==> config.mk <==
export PLATFORM = sky130hd
export DESIGN_NAME = smc_top
export DESIGN_NICKNAME = d
export VERILOG_FILES = /design/src/rtl/smc_settle.v /design/src/rtl/smc_sync.v /design/src/rtl/smc_top.v
export VERILOG_INCLUDE_DIRS = /design/src /design/src/rtl
export SDC_FILE = /design/constraint.sdc
export NUM_CORES = 1
export LEC_CHECK = 0
export ABC_AREA = 1
export ABC_CLOCK_PERIOD_IN_PS = 2000
export CAP_MARGIN = 5
export CORE_MARGIN = 2
export CORE_UTILIZATION = 49
export DETAILED_ROUTE_END_ITERATION = 6
export DONT_BUFFER_PORTS = 1
export PLACE_DENSITY = 0.74
export SYNTH_ARGS = -nofsm -noshare
export SYNTH_HDL_FRONTEND = slang
export SYNTH_SLANG_ARGS = --single-unit
==> constraint.sdc <==
create_clock -name MCLK_I -period 2 [get_ports MCLK_I]
set_input_delay 0.4 -clock MCLK_I [delete_from_list [all_inputs] [get_ports MCLK_I]]
set_output_delay 0.4 -clock MCLK_I [all_outputs]
set_load 0.02 [all_outputs]
==> src/rtl/smc_consts.vh <==
// Constants for the supply monitor control block
`ifndef SMC_CONSTS_VH
`define SMC_CONSTS_VH
`define SMC_SETTLE_NS 32'd100
`define SMC_CLK_NS 32'd10
`define SMC_SETTLE_CYC ((`SMC_SETTLE_NS + `SMC_CLK_NS - 32'd1) / `SMC_CLK_NS)
`define SMC_SETTLE_W 8
`define SMC_DIV_W 6
`define SMC_DIV8 6'h07
`define SMC_DIV16 6'h0f
`define SMC_DIV32 6'h1f
`define SMC_DIV64 6'h3f
`define SMC_FILT_W 2
`define SMC_FILT_LAST 2'h3
`define SMC_LOSC_DIV_W 3
`define SMC_MODE_NORMAL 2'h0
`define SMC_MODE_WAIT 2'h1
`define SMC_MODE_STOP 2'h2
`endif

==> src/rtl/smc_settle.v <==
// Settle counter that holds a detector output off after enable
`timescale 1ns/1ns
`include "smc_consts.vh"
module smc_settle (
	input wire clk_i, // Clock
	input wire rst_n_i, // Sync reset, active low
	input wire en_i, // Detector enable
	output reg ready_o // Settle time elapsed
);
	reg [`SMC_SETTLE_W-1:0] cnt;
	always @(posedge clk_i) begin
		if (!rst_n_i || !en_i) begin
			cnt <= {`SMC_SETTLE_W{1'b0}};
			ready_o <= 1'b0;
		end else if (cnt >= `SMC_SETTLE_CYC - 1) begin
			ready_o <= 1'b1;
		end else begin
			cnt <= cnt + 1'b1;
		end
	end
endmodule // smc_settle

==> src/rtl/smc_sync.v <==
// Two-flop synchroniser taken on a sampling strobe
`timescale 1ns/1ns
`include "smc_consts.vh"
module smc_sync (
	input wire clk_i, // Clock
	input wire rst_n_i, // Sync reset, active low
	input wire smp_i, // Sampling strobe
	input wire rst_val_i, // Value held in reset
	input wire d_i, // Raw comparator level
	output reg q_o // Synchronised level
);
	reg meta;
	always @(posedge clk_i) begin
		if (!rst_n_i) begin
			meta <= rst_val_i;
			q_o <= rst_val_i;
		end else if (smp_i) begin
			meta <= d_i;
			q_o <= meta;
		end
	end
endmodule // smc_sync

==> src/rtl/smc_top.v <==
// Supply monitor control: enables, protection, flags and wake requests
`timescale 1ns/1ns
`include "smc_consts.vh"
// Operation
// - Enable and brown-out registers survive soft resets
// - Crossing and brown-out detections gated until settle time elapses
// - Crossing flag held zero while detector off
// - Writing 0 clears flag, 1 ignored
// - Wake bit governs wait only when clock stopped
// - Brown-out enable effective only with detector 0
// - Interrupt on warn crossing either direction
// - Merge onto shared watchdog/oscillation vector
// - Flag set on crossing; rise requests interrupt
// - Stop mode: request while above warn level
// - Request follows level after sample; wait rises
// - Sampling clock is CPU clock /8,/16,/32,/64
// - Level reads 1 while detector disabled
module smc_top (
	input wire MCLK_I, // CPU clock, 100 MHz
	input wire RESETN_I, // Full reset, active low
	input wire SOFT_RESETN_I, // Soft/watchdog/osc-stop reset, active low
	input wire PROTECT_WRITE_ENABLE_I, // Write-protect release
	input wire WR_DET_EN_I, // Write strobe, enable register
	input wire DET0_ENABLE_I, // Write data
	input wire LVD_ENABLE_I, // Write data
	input wire WR_LVD_CTRL_I, // Write strobe, interrupt control
	input wire LVD_IRQ_ENABLE_I, // Write data
	input wire LVD_WAKE_ENABLE_I, // Write data
	input wire LVD_CROSSED_FLAG_I, // Write data, 0 clears
	input wire [1:0] LVD_SAMPLE_DIV_I, // Write data
	input wire WR_BOR_CTRL_I, // Write strobe, brown-out control
	input wire BOR_ENABLE_I, // Write data
	input wire BOR_FILTER_DISABLE_I, // Write data
	input wire [1:0] BOR_FILTER_CLK_SEL_I, // Write data
	input wire PERIPH_CLK_STOP_IN_WAIT_I, // Peripheral clock stops in wait
	input wire LOWSPEED_OSC_STOP_I, // Low-speed oscillator stopped
	input wire LOSC_TICK_I, // Low-speed oscillator tick
	input wire [1:0] POWER_MODE_I, // Normal, wait or stop
	input wire DET0_CMP_I, // Comparator 0: supply above level 0
	input wire WARN_CMP_I, // Comparator 2: supply above warn level
	input wire WDT_IRQ_I, // Watchdog interrupt
	input wire OSC_IRQ_I, // Oscillation stop/restart interrupt
	output reg DET0_ENABLE_O, // Register readback
	output reg LVD_ENABLE_O, // Register readback
	output reg VCC_ABOVE_LEVEL_O, // Supply at or above warn level
	output reg LVD_IRQ_ENABLE_O, // Register readback
	output reg LVD_WAKE_ENABLE_O, // Register readback
	output reg LVD_CROSSED_FLAG_O, // Sticky crossing flag
	output reg [1:0] LVD_SAMPLE_DIV_O, // Register readback
	output reg BOR_ENABLE_O, // Register readback
	output reg BOR_FILTER_DISABLE_O, // Register readback
	output reg [1:0] BOR_FILTER_CLK_SEL_O, // Register readback
	output reg BOR_RESET_O, // Brown-out reset request
	output reg SHARED_IRQ_O, // Shared vector interrupt request
	output reg WAKE_O // Exit stop or wait
);
	reg [`SMC_DIV_W-1:0] div_cnt;
	reg [`SMC_DIV_W-1:0] div_last;
	reg smp;
	reg [`SMC_LOSC_DIV_W-1:0] losc_cnt;
	reg fsmp;
	reg [`SMC_FILT_W-1:0] filt_cnt;
	reg filt_low;
	reg lvl_d;
	reg lvd_irq;
	reg wake_hold;
	reg wake_armed;
	wire det0_ready;
	wire lvd_ready;
	wire det0_s;
	wire warn_s;
	wire lvd_live;
	wire det0_live;
	wire lvd_lvl;
	wire wr_ok_en;
	wire wr_ok_ctl;
	wire wr_ok_bor;
	wire crossed;
	wire in_wait;
	wire in_stop;
	wire wait_gated;
	wire next_flag;
	wire stop_hit;

	// Last count of the divider for a given code
	function [`SMC_DIV_W-1:0] div_end;
		input [1:0] code;
		begin
			case (code)
			2'h0: div_end = `SMC_DIV8;
			2'h1: div_end = `SMC_DIV16;
			2'h2: div_end = `SMC_DIV32;
			default: div_end = `SMC_DIV64;
			endcase
		end
	endfunction

	// Refused writes give no indication; software must read back
	assign wr_ok_en = WR_DET_EN_I & PROTECT_WRITE_ENABLE_I;
	assign wr_ok_ctl = WR_LVD_CTRL_I & PROTECT_WRITE_ENABLE_I;
	assign wr_ok_bor = WR_BOR_CTRL_I & PROTECT_WRITE_ENABLE_I;

	// Enable and brown-out registers reset only by the full reset
	always @(posedge MCLK_I) begin
		if (!RESETN_I) begin
			DET0_ENABLE_O <= 1'b0;
			LVD_ENABLE_O <= 1'b0;
			BOR_ENABLE_O <= 1'b0;
			BOR_FILTER_DISABLE_O <= 1'b1;
			BOR_FILTER_CLK_SEL_O <= 2'h0;
		end else begin
			if (wr_ok_en) begin
				DET0_ENABLE_O <= DET0_ENABLE_I;
				LVD_ENABLE_O <= LVD_ENABLE_I;
			end
			if (wr_ok_bor) begin
				BOR_ENABLE_O <= BOR_ENABLE_I;
				BOR_FILTER_DISABLE_O <= BOR_FILTER_DISABLE_I;
				BOR_FILTER_CLK_SEL_O <= BOR_FILTER_CLK_SEL_I;
			end
		end
	end

	smc_settle u_settle0 (
		.clk_i(MCLK_I),
		.rst_n_i(RESETN_I),
		.en_i(DET0_ENABLE_O),
		.ready_o(det0_ready)
	);
	smc_settle u_settle2 (
		.clk_i(MCLK_I),
		.rst_n_i(RESETN_I),
		.en_i(LVD_ENABLE_O),
		.ready_o(lvd_ready)
	);

	// Sampling divider for the warn comparator
	always @(posedge MCLK_I) begin
		if (!RESETN_I) begin
			div_cnt <= {`SMC_DIV_W{1'b0}};
			smp <= 1'b0;
		end else begin
			smp <= (div_cnt >= div_last);
			if (div_cnt >= div_last)
				div_cnt <= {`SMC_DIV_W{1'b0}};
			else
				div_cnt <= div_cnt + 1'b1;
		end
	end
	always @* begin
		div_last = div_end(LVD_SAMPLE_DIV_O);
	end

	// Filter sampling from the low-speed oscillator, /1 /2 /4 /8
	always @(posedge MCLK_I) begin
		if (!RESETN_I) begin
			losc_cnt <= {`SMC_LOSC_DIV_W{1'b0}};
			fsmp <= 1'b0;
		end else begin
			fsmp <= 1'b0;
			if (LOSC_TICK_I && !LOWSPEED_OSC_STOP_I) begin
				losc_cnt <= losc_cnt + 1'b1;
				fsmp <= ((losc_cnt & ((3'h1 << BOR_FILTER_CLK_SEL_O) - 3'h1)) == 3'h0);
			end
		end
	end

	// Brown-out comparator sampled every clock when filter bypassed
	smc_sync u_sync0 (
		.clk_i(MCLK_I),
		.rst_n_i(RESETN_I),
		.smp_i(BOR_FILTER_DISABLE_O | fsmp),
		.rst_val_i(1'b1),
		.d_i(DET0_CMP_I),
		.q_o(det0_s)
	);
	smc_sync u_sync2 (
		.clk_i(MCLK_I),
		.rst_n_i(RESETN_I),
		.smp_i(smp),
		.rst_val_i(1'b1),
		.d_i(WARN_CMP_I),
		.q_o(warn_s)
	);

	assign det0_live = DET0_ENABLE_O & det0_ready;
	assign lvd_live = LVD_ENABLE_O & lvd_ready;
	assign lvd_lvl = lvd_live ? warn_s : 1'b1;
	assign crossed = lvd_live & smp & (lvd_lvl != lvl_d);
	assign in_wait = (POWER_MODE_I == `SMC_MODE_WAIT);
	assign in_stop = (POWER_MODE_I == `SMC_MODE_STOP);
	assign wait_gated = in_wait & PERIPH_CLK_STOP_IN_WAIT_I;
	// Stop wake fires once per arming write
	assign stop_hit = LVD_ENABLE_O & LVD_IRQ_ENABLE_O & in_stop & LVD_WAKE_ENABLE_O
		& wake_armed & lvd_lvl;

	// Set wins over a software clear in the same cycle
	assign next_flag = crossed ? 1'b1 :
		((wr_ok_ctl && !LVD_CROSSED_FLAG_I) ? 1'b0 : LVD_CROSSED_FLAG_O);

	// Brown-out filter: four consecutive low samples
	always @(posedge MCLK_I) begin
		if (!RESETN_I || !det0_live || det0_s) begin
			filt_cnt <= {`SMC_FILT_W{1'b0}};
			filt_low <= 1'b0;
		end else if (BOR_FILTER_DISABLE_O) begin
			filt_low <= 1'b1;
		end else if (fsmp) begin
			if (filt_cnt == `SMC_FILT_LAST)
				filt_low <= 1'b1;
			else
				filt_cnt <= filt_cnt + 1'b1;
		end
	end

	// Interrupt control register, cleared by every reset source
	always @(posedge MCLK_I) begin
		if (!RESETN_I || !SOFT_RESETN_I) begin
			LVD_IRQ_ENABLE_O <= 1'b0;
			LVD_WAKE_ENABLE_O <= 1'b0;
			LVD_SAMPLE_DIV_O <= 2'h0;
		end else if (wr_ok_ctl) begin
			LVD_IRQ_ENABLE_O <= LVD_IRQ_ENABLE_I;
			LVD_WAKE_ENABLE_O <= LVD_WAKE_ENABLE_I;
			LVD_SAMPLE_DIV_O <= LVD_SAMPLE_DIV_I;
		end
	end

	// Crossing flag, level status and level at the last sample
	always @(posedge MCLK_I) begin
		if (!RESETN_I || !SOFT_RESETN_I) begin
			LVD_CROSSED_FLAG_O <= 1'b0;
			VCC_ABOVE_LEVEL_O <= 1'b1;
			lvl_d <= 1'b1;
		end else begin
			LVD_CROSSED_FLAG_O <= LVD_ENABLE_O ? next_flag : 1'b0;
			VCC_ABOVE_LEVEL_O <= lvd_lvl;
			if (smp)
				lvl_d <= lvd_lvl;
		end
	end

	// A used wake disarms; only a fresh 0-to-1 write rearms it
	always @(posedge MCLK_I) begin
		if (!RESETN_I || !SOFT_RESETN_I) begin
			wake_armed <= 1'b0;
		end else if (stop_hit) begin
			wake_armed <= 1'b0;
		end else if (wr_ok_ctl && LVD_WAKE_ENABLE_I && !LVD_WAKE_ENABLE_O) begin
			wake_armed <= 1'b1;
		end
	end

	// One-cycle request and wake, chosen by power mode
	always @(posedge MCLK_I) begin
		if (!RESETN_I || !SOFT_RESETN_I) begin
			lvd_irq <= 1'b0;
			wake_hold <= 1'b0;
		end else begin
			lvd_irq <= 1'b0;
			wake_hold <= 1'b0;
			if (LVD_ENABLE_O && LVD_IRQ_ENABLE_O) begin
				if (in_stop) begin
					if (stop_hit) begin
						lvd_irq <= 1'b1;
						wake_hold <= 1'b1;
					end
				end else if (wait_gated) begin
					if (LVD_WAKE_ENABLE_O && crossed && lvd_lvl) begin
						lvd_irq <= 1'b1;
						wake_hold <= 1'b1;
					end
				end else if (crossed && !LVD_CROSSED_FLAG_O) begin
					lvd_irq <= 1'b1;
					wake_hold <= in_wait;
				end
			end
		end
	end

	// Outputs registered once more so each leaves a flip-flop
	always @(posedge MCLK_I) begin
		if (!RESETN_I || !SOFT_RESETN_I) begin
			BOR_RESET_O <= 1'b0;
			SHARED_IRQ_O <= 1'b0;
			WAKE_O <= 1'b0;
		end else begin
			SHARED_IRQ_O <= lvd_irq | WDT_IRQ_I | OSC_IRQ_I;
			WAKE_O <= wake_hold;
			BOR_RESET_O <= BOR_ENABLE_O & det0_live & filt_low;
		end
	end
endmodule // smc_top
==> results.txt, run 1 <==
During synthesis, Yosys emitted a total of 0 warnings. The final core utilization is 0.550. The area enclosed by the die boundary came out at approximately 0.0052 mm^2. During I/O placement, the number of pins put on the boundary was 42.

The number of maximum-capacitance constraint violations came out at 0. The upper clock frequency limit came out at between 600 and 700 MHz. The total number of H-tree levels is 2.

The worst setup path is of the flip-flop to flip-flop kind. The starting density of the core came out at 0.515. The number of CTS-inserted buffers came out at 5. The core box area is 0.00441 mm^2.

The number of DRC violations after detailed-routing iteration 0 came out at 80. The run finished with clean final reports. The number of instances in the synthesized netlist came out at 293. The worst-case clock skew came out at 5.09 ps. The worst reg2reg path depth is 6.

Counting every sink on the clock net gives between 50 and 60. The time the worst path needs with I/O delays and setup came out at approximately 1600 ps. The detailed placer's ending HPWL is 3.04 mm. The final worst-path cycle share came out at 0.813. The initial antenna violation count came out at 0. In this run the most critical hold path is launched from RESETN_I. The synthesized netlist contains 24 unique library cells. Detailed routing inserted a total of 1729 vias. The placer congestion estimate came out at 0.750. The area growth from synthesis to layout is 6.88%. The total global routing track utilization came out at 0.163. The capturing element type of the critical path is a flip-flop. The final-report setup violation count is 0.

The number of remaining DRC errors came out at 0. The category of the worst setup path launch point is a flip-flop. The total negative slack came out at 0 ps.

The via-per-instance ratio is 4.91. The cell area after synthesis came out at about 0.0023 mm^2. The row count is 24. In this run the critical register-to-register path is launched from LVD_SAMPLE_DIV_O[1]. During placement, the flow inserted port buffers numbering 0. The per-instance average area after synthesis came out at between 7 and 8 um^2.

After detailed routing, the total wire length is ~3.9 mm. The setup slack on the worst flop-to-flop path is 370 ps. The number of gates resized after CTS came out at 0. The maximum buffer depth of the clock tree came out at 2.

The net count of the mapped netlist came out at ~330. In the layout the commonest cells are 55 x sky130_fd_sc_hd__dfxtp_1, 53 x sky130_fd_sc_hd__nor2_1, 46 x sky130_fd_sc_hd__inv_1, 46 x sky130_fd_sc_hd__nand2_1. The pin count of the biggest net entering global routing is 19.

In this run the static leakage power is around 1.1 nW. The peak supply drop came out at between 0.4 and 0.5 mV. The number of global-route vias before repair came out at ~1.6k. For this run, the register share of the synthesized area comes to 0.485.

From bottom edge to top edge, the die measures just over 70 um. The number of optimization iterations in the first detailed-route pass came out at 4. The number of placed instances, taps included came out at 344. Power spread over the standard cell area amounts to 767 mW/mm^2. The worst-margin pin slew came out at between 400 and 500 ps. The most common cell after layout, fill and taps aside is sky130_fd_sc_hd__dfxtp_1. The worst slew margin relative to its limit came out at 0.719. The average routed wire per standard cell is between 10 and 15 um.

The clock transition at the registers of the reported paths came out at ~100 ps. The count of hold buffers inserted by post-cts repair came out at 0. The overall power came out at between 1.5 and 2 mW.

The final number of hold-violating endpoints came to 0. The first-pass GRT wire length is 6.74 mm. CTS placed an instance of sky130_fd_sc_hd__clkbuf_8 at the clock tree root. The clock insertion delay at the later pin of the skew report is slightly above 300 ps.

In the final layout, the share of cells above drive strength 1 is 0.0600. 0 antenna diodes ended up in the layout. The min-delay analysis places its worst path in the category input port to flip-flop. The chip width came out at 72.1 um. The worst hold path stage count came out at 1. The number of nets in the final layout came out at ~340. The synthesized design contains 55 register bits. The final-report max-slew violation count came out at 0. The worst register-to-register path ends at div_cnt[0]. TritonCTS built the clock tree.

In this run the worst path has a maximum fanout of 6. Once detail routing completed, the nets flagged for antenna violations numbered 0. The endpoint required time on the critical path came out at 2250 ps. Setup repair after global routing left no endpoint under its margin. The number of standard cells in the layout, taps in and fillers out is approximately 350.

For the worst setup path, the data arrival time is between 1500 and 2000 ps. Post-CTS timing repair inserted 0 buffers for setup. The worst hold path terminates at u_sync2.meta.

The sum of overflow across all layers after global routing is 0.
power breakdown:
| group | switching, mW | internal (mW) | leakage [nW] |
|---|---|---|---|
| combinational | 0.0568 | 0.0352 | 0.591 |
| clock | 0.358 | 0.251 | 0.0443 |
| sequential | 0.0391 | 1.12 | 0.447 |
| total | 0.454 | 1.41 | 1.08 |
area by class of cell:
class,instances,area (um^2)
tap,52,65.1
sequential,55,1100
multi-input combinational,190,988
clock inverter,3,25.0
clock buffer,5,68.8
inverter,46,173
timing repair buffer,1,7.51
fill,404,1990
layer usage:
layer	GRT usage	vias to the layer above	wire (um)
met1	0.200	774	1780
met4	0.0629	0	67
met2	0.273	26	1880
met3	0.0417	8	201
met5	0	-	0
li1	-	921	-
stage by stage:
stage          hold WS [ps]  worst slack (ps)  area [um^2]
5_1_grt                 153               140         2430
3_3_place_gp            400               446         2330
3_5_place_dp            412               378         2330
4_1_cts                 165               351         2430
6_report                171               374         2430
2_1_floorplan           394               554         2270
worst max-delay path by stage:
stage / startpoint / end
after floorplan: LVD_SAMPLE_DIV_O[1] / div_cnt[0]
after global placement: LVD_SAMPLE_DIV_O[1] / div_cnt[5]
after detailed placement: LVD_SAMPLE_DIV_O[1] / div_cnt[3]
after CTS: LVD_SAMPLE_DIV_O[1] / div_cnt[1]
after global routing: LVD_SAMPLE_DIV_O[1] / div_cnt[0]
final: LVD_SAMPLE_DIV_O[1] / div_cnt[0]
synth_stat cells (all sizes together):
library cell   n  area (um^2)
a21oi         19         95.1
buf            1         5.00
nor2          55          216
xor2           6         52.6
dfxtp         55         1100
or2            2         12.5
clkbuf         1         5.00
nor3           5         25.0
inv           46          173
xnor2          2         17.5
nand2         50          208
nand3         16         90.1
nand4          1         6.26
nand3b         1         7.51
ha            12          150
a21boi         1         7.51
o21ai         20          100
flip-flops by register name, summed over array words and instances, names as in the netlist, 2 cells and up:
name	count
u_settle0.cnt	8
u_settle2.cnt	8
div_cnt	6
losc_cnt	3
BOR_FILTER_CLK_SEL_O	2
LVD_SAMPLE_DIV_O	2
filt_cnt	2
critical path, cell delays in order, from the launching register on:
cell and delay [ps]:
sky130_fd_sc_hd__dfxtp_1 490, sky130_fd_sc_hd__nand2_1 100, sky130_fd_sc_hd__ha_1 290, sky130_fd_sc_hd__a21oi_1 140
sky130_fd_sc_hd__a21boi_1 210, sky130_fd_sc_hd__nand3_1 210, sky130_fd_sc_hd__nor2_1 130
cell families (layout without fill, tap and decap cells):
group | count (synthesis) | in the layout | synth area share
AOI/OAI and AO/OA | 40 | 40 | 0.0892
xor gates and xnor gates | 8 | 8 | 0.0308
adders and majority gates | 12 | 12 | 0.0661
buffers and inverters | 48 | 55 | 0.0804
DFF | 55 | 55 | 0.485
and+or+nand+nor | 130 | 130 | 0.249
Note: power is estimated with default switching activity, not from simulation.
==> run 2: changes to the inputs <==
--- a/config.mk
+++ b/config.mk
@@ -7,13 +7,13 @@
 export NUM_CORES = 1
 export LEC_CHECK = 0
 export ABC_AREA = 1
-export ABC_CLOCK_PERIOD_IN_PS = 2000
+export ABC_CLOCK_PERIOD_IN_PS = 1300
 export CAP_MARGIN = 5
 export CORE_MARGIN = 2
 export CORE_UTILIZATION = 49
 export DETAILED_ROUTE_END_ITERATION = 6
 export DONT_BUFFER_PORTS = 1
-export PLACE_DENSITY = 0.74
+export PLACE_DENSITY = 0.76
 export SYNTH_ARGS = -nofsm -noshare
 export SYNTH_HDL_FRONTEND = slang
 export SYNTH_SLANG_ARGS = --single-unit
==> constraint.sdc (replaced) <==
create_clock -name MCLK_I -period 1.3 [get_ports MCLK_I]
set_input_delay 0.26 -clock MCLK_I [delete_from_list [all_inputs] [get_ports MCLK_I]]
set_output_delay 0.26 -clock MCLK_I [all_outputs]
set_load 0.02 [all_outputs]
==> run 2 against run 1 <==
Net effect:
- the run now ends with negative setup slack left
- combinational power grew 93%
- first-iteration DRC count is 18% higher
- critical endpoint is now div_cnt[1]
- critical path depth is the same
- clock power increased by 48%
- via count grew 2.7%
- die area did not move
- clock-buffer cell count increased by 1
- core utilization up 4.0 points
- design area rose by 7.3%
- sequential share of layout area is 2.7 points lower
- setup slack got worse by 390 ps
- register-to-register slack got worse by 390 ps
==> results.txt, run 2 (same netlist as run 1, synthesis figures left out) <==
The flow ran to the end, but the final reports show violations. The checks that failed: negative setup slack. The critical path is of the flip-flop to flip-flop type. Wires add up to 4.25 mm. The met2 global-route usage came out at 0.310. The via-per-instance ratio came out at roughly 4.9.

The time the worst path needs with I/O delays and setup came out at 1320 ps. On the critical path, the stage with the largest delay is an instance of sky130_fd_sc_hd__dfxtp_2. The worst hold path stage count came out at 1. Summed over all layers, the global routing overflow is 0. The switching power as a share of total power came out at 0.238.

The top cell types in the final layout, fill and taps aside, are 49 x sky130_fd_sc_hd__nor2_1, 48 x sky130_fd_sc_hd__dfxtp_1, 41 x sky130_fd_sc_hd__nand2_1. The library cell used most frequently in the layout, excluding fill and tap cells, is sky130_fd_sc_hd__nor2_1. The final number of hold-violating endpoints is 0.

Setup repair after global routing could not meet its margin everywhere. The endpoint required time on the critical path is around 1500 ps. The maximum buffer depth of the clock tree is 2.

The worst path buffer plus inverter count is 1. Counting buffers and inverters, the worst setup path is 6 cells deep. The relative contribution of the clock network to total power came out at 0.315. The area enclosed by the die boundary came out at 0.00520 mm^2. The min-delay analysis places its worst path in the category input port to flip-flop. The proportion of layout cells with a drive suffix above 1 came out at 0.188. The fraction of met1 tracks used by global routing is 0.205. The average routed wire per standard cell came out at roughly 12 um. The chip width came out at 72.1 um. The final worst-path cycle share came out at 1.01.

The peak per-stage delay on the critical path came out at between 300 and 400 ps. The number of diodes is 0. The row count came out at 24. The number of nets with antenna violations after routing came out at 0. The switching power of the nets came out at just under 0.7 mW. The number of optimization iterations in the first detailed-route pass is 4. The sequential share of power came out at 0.623. Buffers inserted to repair hold after CTS numbered 0.

Grouping stages by cell kind, the critical path spends the most delay in simple AND/OR/NAND/NOR gates. The final instance area is between 0.002 and 0.003 mm^2. Entering global routing, the biggest net connects 18 pins. The CTS sink count is 55. The most crowded layer after global routing is met2.

The total global routing track utilization is 0.174. The smallest setup slack after layout came out at -19.3 ps. The worst-margin pin slew came out at roughly 360 ps.

The initial antenna violation count came out at 0. The largest fanout of any net on the critical path came out at 6. The worst reg2reg path depth is 6. The worst pin sits at a relative slew slack of 0.762. The total number of H-tree levels is 2. The final hold slack is approximately 35 ps. The static leakage came out at about 1.2 nW. The total via count in the routed design came out at 1776.

TritonCTS built the clock tree. The number of nets in the final layout is 347. STA classifies the critical path startpoint as a flip-flop. The fraction of met3 tracks used by global routing is 0.0417. The placer congestion estimate came out at 0.824. The final-report max-slew violation count came to 0.

The die is approximately 70 um tall. The clock arrives with ~11 ps of skew. Walking the worst path, the cells encountered are buf_4 > nor2_1 > ha_1 > nand4_1 > nand3_4 > nor2_1. The worst setup path is captured at a flip-flop. For this design the top-level I/O count stands at between 40 and 50.

Power spread over the standard cell area amounts to around 1100 mW/mm^2. The first global-routing pass estimated around 7.1 mm of wire. The internal power consumption is about 2.2 mW. The post-synthesis to final-layout area growth is 14.7%. In the final layout, the registers with the most flip-flops are u_settle0.cnt x8, u_settle2.cnt x8, div_cnt x6.

The clock reaches the later pin of the worst-skew pair after 300 ps. The number of DRC violations after detailed-routing iteration 0 is between 90 and 100. The clock transition at the registers of the reported paths came out at 100 ps. After layout, the design draws a total of ~2.9 mW. The cell seen most often among critical-path stages is sky130_fd_sc_hd__nor2_1.

After routing, the total negative slack on setup checks comes to -68.5 ps. The starting density of the core is 0.515. The number of remaining DRC errors is 0. The root buffer cell is sky130_fd_sc_hd__clkbuf_8. The core box area came out at ~0.0044 mm^2. The port buffer count is 0.

IR analysis of the VDD net gives a maximum drop of ~0.78 mV. Data arrives at the worst endpoint at about 1500 ps. The number of CTS-inserted buffers came out at 5. The number of maximum-capacitance constraint violations is 0.

The number of global-route vias before repair came out at about 1.7k. The portion of total power attributed to combinational logic is 0.062. Setup violations remaining at the end of the flow were counted as 6. For this run, the top clock speed supported by timing is about 760 MHz. The area of placed instances is around 0.0024 mm^2.

The wire-length estimate of the detail-placed layout is 3.12 mm.
==> run 2: cell types whose count changed in the layout (fill, tap and decap cells not counted), moves of 2 or more <==
cell                       change
sky130_fd_sc_hd__nand2_2       +5
sky130_fd_sc_hd__a21oi_1       -5
sky130_fd_sc_hd__buf_4         +9
sky130_fd_sc_hd__dfxtp_1       -7
sky130_fd_sc_hd__nor2_1        -4
sky130_fd_sc_hd__inv_2         +6
sky130_fd_sc_hd__clkinv_4      -2
sky130_fd_sc_hd__dfxtp_2       +6
sky130_fd_sc_hd__a21oi_2       +5
sky130_fd_sc_hd__inv_1         -6
sky130_fd_sc_hd__nor2_2        +3
sky130_fd_sc_hd__ha_4          +3
sky130_fd_sc_hd__ha_1          -3
sky130_fd_sc_hd__nand2_1       -5
==> run 2: power groups by stage <==
| stage | sequential [mW] | clock, mW | combinational (mW) |
|---|---|---|---|
| final | 1.78 | 0.898 | 0.178 |
| after global routing | 1.78 | 0.991 | 0.206 |
| after CTS | 1.78 | 0.934 | 0.172 |
| after detailed placement | 1.82 | 0 | 0.167 |
| after global placement | 1.81 | 0 | 0.163 |
| after floorplan | 1.82 | 0 | 0.122 |
==> run 2: layer usage <==
layer	routed length, um	vias to the layer above
met3	166	7
met1	1820	802
met5	0	-
li1	-	941
met2	2220	26
met4	45	0
==> run 2: layout make-up <==
class	count	area, um^2
clock buffers	6	72.6
clock inverters	2	12.5
fillers	389	1810
inverters	46	173
multi-input cells	190	1100
flip-flops and latches	55	1110
well taps	52	65.1
repair buffers	10	75.1
==> run 2: stage by stage <==
step	worst slack (ps)	std cells	utilization
floorplan	13.1	293	-
global placement	45.8	352	0.545
detailed placement	-67.3	352	0.545
CTS	-17.9	361	0.575
global route	-97.2	361	0.590
finish	-19.3	361	0.590
==> run 2: worst paths after layout <==
| check | startpoint | end | slack, ps |
|---|---|---|---|
| worst min register to register | wake_hold | WAKE_O | 420 |
| worst max register to register | LVD_SAMPLE_DIV_O[1] | div_cnt[1] | -20 |
| worst min-delay path | RESETN_I | BOR_FILTER_DISABLE_O | 30 |
| worst max-delay path | LVD_SAMPLE_DIV_O[1] | div_cnt[1] | -20 |
==> run 2: what timing repair did <==
item	in CTS	in global routing
setup endpoints to repair	6	16
cloned	0	0
resized for setup	10	24
setup buffers	1	0
pin swaps	9	10
